===== src/tmcps_defines.vh =====
`ifndef TMCPS_DEFINES_VH
`define TMCPS_DEFINES_VH

`define TMCPS_MST_AW 24
`define TMCPS_PIN_AW 23
`define TMCPS_PIN_DW 32
`define TMCPS_FL_AW 23
`define TMCPS_FL_DW 16
`define TMCPS_SR_AW 21
`define TMCPS_SR_DW 32
`define TMCPS_SR_BASE 24'h800000
`define TMCPS_MAP_END 24'hA00000
`define TMCPS_BRIDGE_LAT 2

`define TMCPS_CLK_NS 20
`define TMCPS_FL_RD_NS 100
`define TMCPS_FL_WR_NS 80
`define TMCPS_FL_TA_NS 40
`define TMCPS_FL_HOLD_NS 20
`define TMCPS_SR_RD_NS 20
`define TMCPS_SR_WR_NS 20
`define TMCPS_SR_TA_NS 20
`define TMCPS_SR_HOLD_NS 20
`define TMCPS_CYC(ns) (((ns) + `TMCPS_CLK_NS - 1) / `TMCPS_CLK_NS)

`endif


===== src/tmcps_gen_ctl.v =====
`timescale 1ns/1ns
`include "tmcps_defines.vh"
module tmcps_gen_ctl #(
   parameter AW = 23,
   parameter DW = 16,
   parameter RD_WAIT = 5,
   parameter WR_WAIT = 4,
   parameter TURN = 2,
   parameter HOLD = 1,
   parameter LAT = `TMCPS_BRIDGE_LAT
)(
   input wire clk_sys_i,
   input wire arst_n_i,
   input wire [AW-1:0] s_addr_i,
   input wire s_read_i,
   input wire s_write_i,
   input wire [DW-1:0] s_wdata_i,
   output wire s_waitreq_o,
   output wire [DW-1:0] s_rdata_o,
   output wire c_req_o,
   input wire c_grant_i,
   output wire [AW-1:0] c_addr_o,
   output wire [DW-1:0] c_wdata_o,
   output wire c_drive_o,
   output wire c_rd_o,
   output wire c_we_o,
   output wire c_cs_o,
   input wire [DW-1:0] c_rdata_i
);
   function integer fmax;
      input integer a;
      input integer b;
      begin
         fmax = (a > b) ? a : b;
      end
   endfunction

   localparam [2:0] ST_IDLE = 3'h0;
   localparam [2:0] ST_REQ = 3'h1;
   localparam [2:0] ST_ACT = 3'h2;
   localparam [2:0] ST_LAT = 3'h3;
   localparam [2:0] ST_HLD = 3'h4;
   localparam [2:0] ST_DONE = 3'h5;
   localparam integer RD_E = RD_WAIT - 1;
   localparam integer WR_E = WR_WAIT - 1;
   localparam integer LAT_E = LAT - 1;
   localparam integer HOLD_E = HOLD - 1;
   localparam integer TEFF_E = fmax(TURN, RD_WAIT + LAT) - 1;
   localparam [7:0] RD_END = RD_E[7:0];
   localparam [7:0] WR_END = WR_E[7:0];
   localparam [7:0] LAT_END = LAT_E[7:0];
   localparam [7:0] HOLD_END = HOLD_E[7:0];
   localparam [7:0] TEFF_END = TEFF_E[7:0];

   reg [2:0] state_q;
   reg [7:0] cnt_q;
   reg [7:0] since_q;
   reg is_rd_q;
   reg [AW-1:0] addr_q;
   reg [DW-1:0] wdata_q;
   reg [DW-1:0] rdata_q;
   wire done_w;

   assign done_w = (state_q == ST_DONE) && (since_q >= TEFF_END);
   assign s_waitreq_o = ~done_w;
   assign s_rdata_o = rdata_q;
   assign c_req_o = (state_q != ST_IDLE);
   assign c_addr_o = addr_q;
   assign c_wdata_o = wdata_q;
   assign c_cs_o = (state_q == ST_ACT) || (state_q == ST_LAT) ||
                   (state_q == ST_HLD);
   assign c_rd_o = is_rd_q && ((state_q == ST_ACT) || (state_q == ST_LAT));
   assign c_we_o = ~is_rd_q && (state_q == ST_ACT);
   assign c_drive_o = ~is_rd_q && ((state_q == ST_ACT) ||
                      (state_q == ST_HLD));

   always @(posedge clk_sys_i or negedge arst_n_i)
   begin
      if (!arst_n_i)
      begin
         state_q <= ST_IDLE;
         cnt_q <= 8'h00;
         since_q <= 8'h00;
         is_rd_q <= 1'b0;
         addr_q <= {AW{1'b0}};
         wdata_q <= {DW{1'b0}};
         rdata_q <= {DW{1'b0}};
      end
      else
      begin
         if (state_q != ST_IDLE && since_q != 8'hFF)
            since_q <= since_q + 8'h01;
         case (state_q)
            ST_IDLE:
               if (s_read_i || s_write_i)
               begin
                  is_rd_q <= s_read_i;
                  addr_q <= s_addr_i;
                  wdata_q <= s_wdata_i;
                  since_q <= 8'h00;
                  state_q <= ST_REQ;
               end
            ST_REQ:
               if (c_grant_i)
               begin
                  cnt_q <= 8'h00;
                  state_q <= ST_ACT;
               end
            ST_ACT:
            begin
               cnt_q <= cnt_q + 8'h01;
               if (is_rd_q && cnt_q >= RD_END)
               begin
                  cnt_q <= 8'h00;
                  state_q <= ST_LAT;
               end
               else if (!is_rd_q && cnt_q >= WR_END)
               begin
                  cnt_q <= 8'h00;
                  state_q <= (HOLD > 0) ? ST_HLD : ST_DONE;
               end
            end
            ST_LAT:
            begin
               cnt_q <= cnt_q + 8'h01;
               if (cnt_q >= LAT_END)
               begin
                  rdata_q <= c_rdata_i;
                  state_q <= ST_DONE;
               end
            end
            ST_HLD:
            begin
               cnt_q <= cnt_q + 8'h01;
               if (cnt_q >= HOLD_END)
                  state_q <= ST_DONE;
            end
            ST_DONE:
               if (done_w)
                  state_q <= ST_IDLE;
            default:
               state_q <= ST_IDLE;
         endcase
      end
   end
endmodule // tmcps_gen_ctl


===== src/tmcps_top.v =====
`timescale 1ns/1ns
`include "tmcps_defines.vh"
module tmcps_top #(
   parameter MAW = `TMCPS_MST_AW,
   parameter PAW = `TMCPS_PIN_AW,
   parameter PDW = `TMCPS_PIN_DW
)(
   input wire clk_sys_i,
   input wire arst_n_i,
   input wire [MAW-1:0] mst_addr_i,
   input wire mst_read_i,
   input wire mst_write_i,
   input wire [PDW-1:0] mst_wdata_i,
   output wire mst_waitreq_o,
   output wire [PDW-1:0] mst_rdata_o,
   output wire mst_err_o,
   output wire [PAW-1:0] pin_addr_o,
   output wire pin_ctl_oe_n_o,
   output wire [PDW-1:0] pin_data_o,
   output wire pin_data_oe_n_o,
   input wire [PDW-1:0] pin_data_i,
   output wire pin_rd_n_o,
   output wire pin_we_n_o,
   output wire pin_fl_cs_n_o,
   output wire pin_sr_cs_n_o
);
   // Per-memory widths and map bounds
   localparam FAW = `TMCPS_FL_AW;
   localparam FDW = `TMCPS_FL_DW;
   localparam SAW = `TMCPS_SR_AW;
   localparam SDW = `TMCPS_SR_DW;
   localparam [MAW-1:0] SR_BASE = `TMCPS_SR_BASE;
   localparam [MAW-1:0] MAP_END = `TMCPS_MAP_END;

   // Controller-side and pad-side nets
   wire sel_fl;
   wire sel_sr;
   wire [MAW-1:0] sr_off;
   wire fl_wait, sr_wait, fl_req, sr_req;
   wire fl_drv, sr_drv, fl_rd, sr_rd, fl_we, sr_we, fl_cs, sr_cs;
   wire [FAW-1:0] fl_addr;
   wire [SAW-1:0] sr_addr;
   wire [FDW-1:0] fl_wdata, fl_rdata;
   wire [SDW-1:0] sr_wdata, sr_rdata;
   wire [PAW-1:0] fl_addr_x, sr_addr_x;
   wire [PDW-1:0] fl_wdata_x, sr_wdata_x;
   reg [1:0] own_q;
   reg [1:0] own_d;
   reg last_sr_q;
   reg [PAW-1:0] addr_q;
   reg [PDW-1:0] wdata_q;
   reg [PDW-1:0] rdata_q;
   reg drv_q, rd_q, we_q, fl_cs_q, sr_cs_q, ctl_oe_n_q;

   // Address map: flash below SRAM base, SRAM up to map end
   assign sel_fl = (mst_addr_i < SR_BASE);
   assign sel_sr = ~sel_fl && (mst_addr_i < MAP_END);
   assign sr_off = mst_addr_i - SR_BASE;
   // Unmapped: error answer, no stall
   assign mst_err_o = (mst_read_i || mst_write_i) && ~sel_fl && ~sel_sr;
   // Stall and read data steered by address
   assign mst_waitreq_o = sel_fl ? fl_wait : (sel_sr ? sr_wait : 1'b0);
   assign mst_rdata_o = sel_fl ? {{(PDW-FDW){1'b0}}, fl_rdata} : sr_rdata;

   // Flash controller, 16-bit words
   tmcps_gen_ctl #(
      .AW(FAW),
      .DW(FDW),
      .RD_WAIT(`TMCPS_CYC(`TMCPS_FL_RD_NS)),
      .WR_WAIT(`TMCPS_CYC(`TMCPS_FL_WR_NS)),
      .TURN(`TMCPS_CYC(`TMCPS_FL_TA_NS)),
      .HOLD(`TMCPS_CYC(`TMCPS_FL_HOLD_NS)),
      .LAT(`TMCPS_BRIDGE_LAT)
   ) u_fl_ctl (
      .clk_sys_i(clk_sys_i),
      .arst_n_i(arst_n_i),
      .s_addr_i(mst_addr_i[FAW-1:0]),
      .s_read_i(mst_read_i && sel_fl),
      .s_write_i(mst_write_i && sel_fl),
      .s_wdata_i(mst_wdata_i[FDW-1:0]),
      .s_waitreq_o(fl_wait),
      .s_rdata_o(fl_rdata),
      .c_req_o(fl_req),
      .c_grant_i(own_q[0]),
      .c_addr_o(fl_addr),
      .c_wdata_o(fl_wdata),
      .c_drive_o(fl_drv),
      .c_rd_o(fl_rd),
      .c_we_o(fl_we),
      .c_cs_o(fl_cs),
      .c_rdata_i(rdata_q[FDW-1:0])
   );

   // SRAM controller, 32-bit words
   tmcps_gen_ctl #(
      .AW(SAW),
      .DW(SDW),
      .RD_WAIT(`TMCPS_CYC(`TMCPS_SR_RD_NS)),
      .WR_WAIT(`TMCPS_CYC(`TMCPS_SR_WR_NS)),
      .TURN(`TMCPS_CYC(`TMCPS_SR_TA_NS)),
      .HOLD(`TMCPS_CYC(`TMCPS_SR_HOLD_NS)),
      .LAT(`TMCPS_BRIDGE_LAT)
   ) u_sr_ctl (
      .clk_sys_i(clk_sys_i),
      .arst_n_i(arst_n_i),
      .s_addr_i(sr_off[SAW-1:0]),
      .s_read_i(mst_read_i && sel_sr),
      .s_write_i(mst_write_i && sel_sr),
      .s_wdata_i(mst_wdata_i[SDW-1:0]),
      .s_waitreq_o(sr_wait),
      .s_rdata_o(sr_rdata),
      .c_req_o(sr_req),
      .c_grant_i(own_q[1]),
      .c_addr_o(sr_addr),
      .c_wdata_o(sr_wdata),
      .c_drive_o(sr_drv),
      .c_rd_o(sr_rd),
      .c_we_o(sr_we),
      .c_cs_o(sr_cs),
      .c_rdata_i(rdata_q[SDW-1:0])
   );

   // Narrow shared signals zero-filled above their width
   assign fl_addr_x = {{(PAW-FAW){1'b0}}, fl_addr};
   assign sr_addr_x = {{(PAW-SAW){1'b0}}, sr_addr};
   assign fl_wdata_x = {{(PDW-FDW){1'b0}}, fl_wdata};
   assign sr_wdata_x = {{(PDW-SDW){1'b0}}, sr_wdata};

   // Round-robin: owner keeps pins while requesting
   always @*
   begin
      own_d = 2'b00;
      if (own_q[0] && fl_req)
         own_d = 2'b01;
      else if (own_q[1] && sr_req)
         own_d = 2'b10;
      else if (fl_req && sr_req)
         own_d = last_sr_q ? 2'b01 : 2'b10;
      else if (fl_req)
         own_d = 2'b01;
      else if (sr_req)
         own_d = 2'b10;
   end

   // Owner flop; remembers last SRAM grant

   always @(posedge clk_sys_i or negedge arst_n_i)
   begin
      if (!arst_n_i)
      begin
         own_q <= 2'b00;
         last_sr_q <= 1'b0;
      end
      else
      begin
         own_q <= own_d;
         if (own_d[1] && !own_q[1])
            last_sr_q <= 1'b1;
         else if (own_d[0] && !own_q[0])
            last_sr_q <= 1'b0;
      end
   end

   // Bridge: every pin registered both ways
   always @(posedge clk_sys_i or negedge arst_n_i)
   begin
      if (!arst_n_i)
      begin
         addr_q <= {PAW{1'b0}};
         wdata_q <= {PDW{1'b0}};
         rdata_q <= {PDW{1'b0}};
         drv_q <= 1'b0;
         rd_q <= 1'b0;
         we_q <= 1'b0;
         fl_cs_q <= 1'b0;
         sr_cs_q <= 1'b0;
         ctl_oe_n_q <= 1'b1;
      end
      else
      begin
         ctl_oe_n_q <= 1'b0;
         rdata_q <= pin_data_i;
         // Selects bypass the grant
         fl_cs_q <= fl_cs;
         sr_cs_q <= sr_cs;
         case (own_q)
            2'b01:
            begin
               addr_q <= fl_addr_x;
               wdata_q <= fl_wdata_x;
               drv_q <= fl_drv;
               rd_q <= fl_rd;
               we_q <= fl_we;
            end
            2'b10:
            begin
               addr_q <= sr_addr_x;
               wdata_q <= sr_wdata_x;
               drv_q <= sr_drv;
               rd_q <= sr_rd;
               we_q <= sr_we;
            end
            default:
            begin
               addr_q <= {PAW{1'b0}};
               wdata_q <= {PDW{1'b0}};
               drv_q <= 1'b0;
               rd_q <= 1'b0;
               we_q <= 1'b0;
            end
         endcase
      end
   end

   // Pads: selects and strobes active low
   assign pin_addr_o = addr_q;
   assign pin_ctl_oe_n_o = ctl_oe_n_q;
   assign pin_data_o = wdata_q;
   assign pin_data_oe_n_o = ~drv_q;
   assign pin_rd_n_o = ~rd_q;
   assign pin_we_n_o = ~we_q;
   assign pin_fl_cs_n_o = ~fl_cs_q;
   assign pin_sr_cs_n_o = ~sr_cs_q;
endmodule // tmcps_top


===== config.mk =====
export PLATFORM = sky130hd
export DESIGN_NAME = tmcps_top
export DESIGN_NICKNAME = d
export VERILOG_FILES = /design/src/tmcps_gen_ctl.v /design/src/tmcps_top.v
export VERILOG_INCLUDE_DIRS = /design/src
export SDC_FILE = /design/constraint.sdc
export NUM_CORES = 1
export LEC_CHECK = 0
export ABC_AREA = 1
export BUFFER_PORTS_ARGS = -buffer_cell sky130_fd_sc_hd__buf_4
export CELL_PAD_IN_SITES_DETAIL_PLACEMENT = 0
export CELL_PAD_IN_SITES_GLOBAL_PLACEMENT = 1
export CORE_MARGIN = 4
export CORE_UTILIZATION = 46
export DETAILED_ROUTE_END_ITERATION = 7
export HOLD_SLACK_MARGIN = 0.03
export PLACE_DENSITY_LB_ADDON = 0.12
export SLEW_MARGIN = 25
export SYNTH_ARGS = -nofsm -noshare
export SYNTH_HDL_FRONTEND = slang
export SYNTH_SLANG_ARGS = --single-unit
export TNS_END_PERCENT = 20

===== constraint.sdc =====
create_clock -name clk_sys_i -period 2.2 [get_ports clk_sys_i]
set_input_delay 0.44 -clock clk_sys_i [delete_from_list [all_inputs] [get_ports clk_sys_i]]
set_output_delay 0.44 -clock clk_sys_i [all_outputs]
set_load 0.01 [all_outputs]

==> out/results.txt <==
Outcome: complete, but fails checks
Failing checks: setup timing
Flops & latches, synth: 276
Worst skew pair latency: 540 ps
Switch share: 35.6%
Starting Density: 47.2%
Max incr delay on CP: 410 ps
Input/output buffers: 186
Main synth FF type: dfrtp_1
Hold Crit Class: in -> reg
Core area: 24600 µm²
DR iter-0 viols: 657
# diodes: 0
Final hold vios: 0
Crit path time final: 2210 ps
H-tree Lvls: 1
GR Util All Layers: 18.9%
Number of vias per cell: 4.74
Final worst-path cycle share: 101%
Die ar.: 27900 µm²
Pwr Density: 1350 nW/µm²
Drt drc: 0
Row count: 57
# IOs: 187
Slew @ Worst Pin: 605 ps
Syn avg cell area: 9.00 µm²
Post-Syn Instances: 1292
Die span in x: 167 µm
Post-DP HPWL: 17.3 mm
Vias: 8891
Switch Pwr: 7.18 mW
Final hold slack: 84.4 ps
Clock slew seen by the registers of the worst setup and hold paths: 60 ps
CTS root buffer: clkbuf_16
Number of synthesis warnings: 0
Post-synth EDFFs: 0
Worst slew margin: 59.6%
Syn_nets: 1397
Nets: 1634
Layout cells sized above 1: 22.2%
Clock Power Share: 25.0%
Crit-path cells: ha_4, nor2_4, nand3_2, o21ai_2, nand2_1, o21ai_1, buf_4
First-pass GRT wire length: 44.4 mm
Flop pwr share: 40.3%
Critical path's top delay family: flip-flops
Clock Skews: 13.4 ps
Drt wl/cell: 14.1 µm
Num CTS Buffers: 30
Crit path max fanout: 2
Fin Setup TNS: -14.6 ps
Setup crit end kind: output port
Seq/Total Area, Yosys: 59.4%
Slowest cell on crit path: dfrtp_1
Leakage: 7.92 nW
Mapped Area: 11600 µm²
PnR worst setup slack: -14.6 ps
Final core utilization: 60.5%
Post-synth ARST share: 100%
Die span in y: 167 µm
Worst Path Arrival: 1770 ps
Initial antenna violation count: 0
Max clock buf depth: 3
RSZ-0062 raised after global routing: true
Wirelength, routed: 26.5 mm
Crit Path Class: reg -> out
Routed Antenna Nets: 0
CTS tree: yes
Int Pwr: 13.0 mW
Comb pwr share: 34.8%
Clock sink count: 276
Fill cells: 2153
Grt ovf: 0
Critical path required time: 1760 ps
Setup crit start kind: register
DRT Pass-1 Iters: 5
Area Growth Syn to Fin: 28.0%
Maximum vdd ir drop: 772 µV
RD Place Congestion: 0.814
Setup Viol. Count Final: 1
Vias in the first global route: 8846
Unique masters post-synth: 35
Pin count of the biggest net entering global routing: 71
Fmax: 0.452 GHz
Critical path buffer and inverter count: 1
Max Slew Vio Count: 0
Total of max-cap violations: 0
timing repair:
| item | CTS | global route |
|---|---|---|
| endpoints found under the setup margin | 1 | 2 |
| pin swaps | 7 | 7 |
| resized for setup | 8 | 8 |
| hold buffers | 33 | 0 |
| hold endpoints to repair | 67 | 0 |
| buffers inserted | 15 | 1 |
per-stage QoR:
stage	worst slack, ps	area, µm²	instances	total power [mW]
2_1_floorplan	607	11600	1292	12.3
3_3_place_gp	325	13400	1772	14.7
3_5_place_dp	330	13400	1772	14.9
4_1_cts	-37.5	14800	1875	20.3
5_1_grt	-126	14900	1876	21.8
6_report	-14.6	14900	1876	20.1
worst min-delay path: stages:
cell,delay (ps)
buf_4,70
nand2_1,40
nand2_1,40
synth_stat cells (5+ instances only):
| master | instances | area, µm² |
|---|---|---|
| ha_1 | 13 | 163 |
| o21ai_0 | 65 | 325 |
| a21oi_1 | 42 | 210 |
| buf_6 | 18 | 203 |
| nor2_1 | 58 | 218 |
| inv_1 | 148 | 556 |
| nand2_1 | 455 | 1710 |
| clkbuf_1 | 20 | 75.1 |
| nor3_1 | 7 | 35.0 |
| buf_2 | 7 | 35.0 |
| nor2_2 | 5 | 31.3 |
| inv_2 | 6 | 22.5 |
| nand4_1 | 8 | 50.1 |
| o21ai_2 | 34 | 298 |
| dfrtp_1 | 275 | 6880 |
| xor2_1 | 11 | 96.3 |
| o22ai_1 | 8 | 50.1 |
| nand3_1 | 48 | 240 |
| o21ai_1 | 34 | 170 |
| nand2_2 | 5 | 31.3 |
power by group through the flow:
stage / combinational (mW) / clock, mW / sequential [mW]
finish: 7.00 / 5.03 / 8.11
global route: 7.98 / 5.42 / 8.37
CTS: 7.00 / 5.17 / 8.10
detailed placement: 6.69 / 0 / 8.17
global placement: 6.56 / 0 / 8.17
floorplan: 4.26 / 0 / 8.08
registers in the layout (all words and copies together) (netlist names), 2 cells and up:
register,count
rdata_q,32
u_sr_ctl.s_rdata_o,32
u_sr_ctl.c_addr_o,21
own_q,2
u_sr_ctl.since_q,8
u_fl_ctl.since_q,8
u_fl_ctl.c_wdata_o,16
pin_addr_o,23
u_sr_ctl.cnt_q,8
u_fl_ctl.cnt_q,8
u_fl_ctl.s_rdata_o,16
u_fl_ctl.c_addr_o,23
u_sr_ctl.state_q,3
u_sr_ctl.c_wdata_o,32
pin_data_o,32
u_fl_ctl.state_q,3
kinds of logic (layout without fill, tap and decap cells):
logic type	count (synthesis)	count (layout)	share of synthesized area [%]
and+or+nand+nor	595	595	20.7
adders and majority gates	13	13	1.40
DFF	276	276	59.4
xor gates and xnor gates	12	12	0.904
AOI/OAI and AO/OA	189	189	9.55
buffers and inverters	206	466	7.99
other	1	1	0.0323
path summary, 6_finish.rpt:
kind / from / slack (ps) / end / cells after the start
worst min register to register: u_sr_ctl.c_wdata_o[16] / 460 / pin_data_o[16] / 2
worst min-delay path: mst_wdata_i[25] / 80 / u_sr_ctl.c_wdata_o[25] / 3
max in group asynchronous: arst_n_i / 1100 / u_sr_ctl.cnt_q[0] / 3
min in group asynchronous: arst_n_i / 380 / u_fl_ctl.since_q[2] / 2
worst max register to register: u_sr_ctl.since_q[0] / 100 / u_sr_ctl.since_q[7] / 15
worst max-delay path: u_sr_ctl.since_q[1] / -10 / mst_waitreq_o / 7
metal layers:
metal,global-route usage (%),part of all wire (%),vias up
li1,-,-,4485
met1,27.1,46,4159
met2,30.6,47,206
met3,3.48,5.3,41
met4,3.88,1.9,0
met5,0,0,-
final cells by class:
class	instances	area, µm²	share of cell area (%)
clock inverters	10	120	0.807
clock buffers	45	897	6.03
well taps	324	405	2.72
flip-flops and latches	276	6910	46.4
multi-input cells	810	3840	25.8
inverters	154	578	3.89
repair buffers	257	2120	14.3
layout by cell type, fill, tap and decap left out, types with 2 or more instances in the layout:
cell type and n:
o22ai_1 8, nor3_1 7, bufinv_16 2, clkbuf_1 6, inv_2 8, buf_4 214, ha_1 10, clkinvlp_4 2
o21ai_0 63, clkinv_2 4, xor2_1 11, o21ai_1 35, o21ai_2 35, nand2_1 455, nand3_2 3, nand2_2 4
dfrtp_1 275, nor2_4 7, dlygate4sd3_1 33, nor2_1 55, nor2_2 5, o21a_1 2, inv_1 146, clkbuf_16 30
clkbuf_8 9, ha_2 2, buf_12 8, nand2_4 3, a21oi_1 42, nand4_1 8, nand3_1 46
No activity file was read; power rests on OpenSTA's default activity.
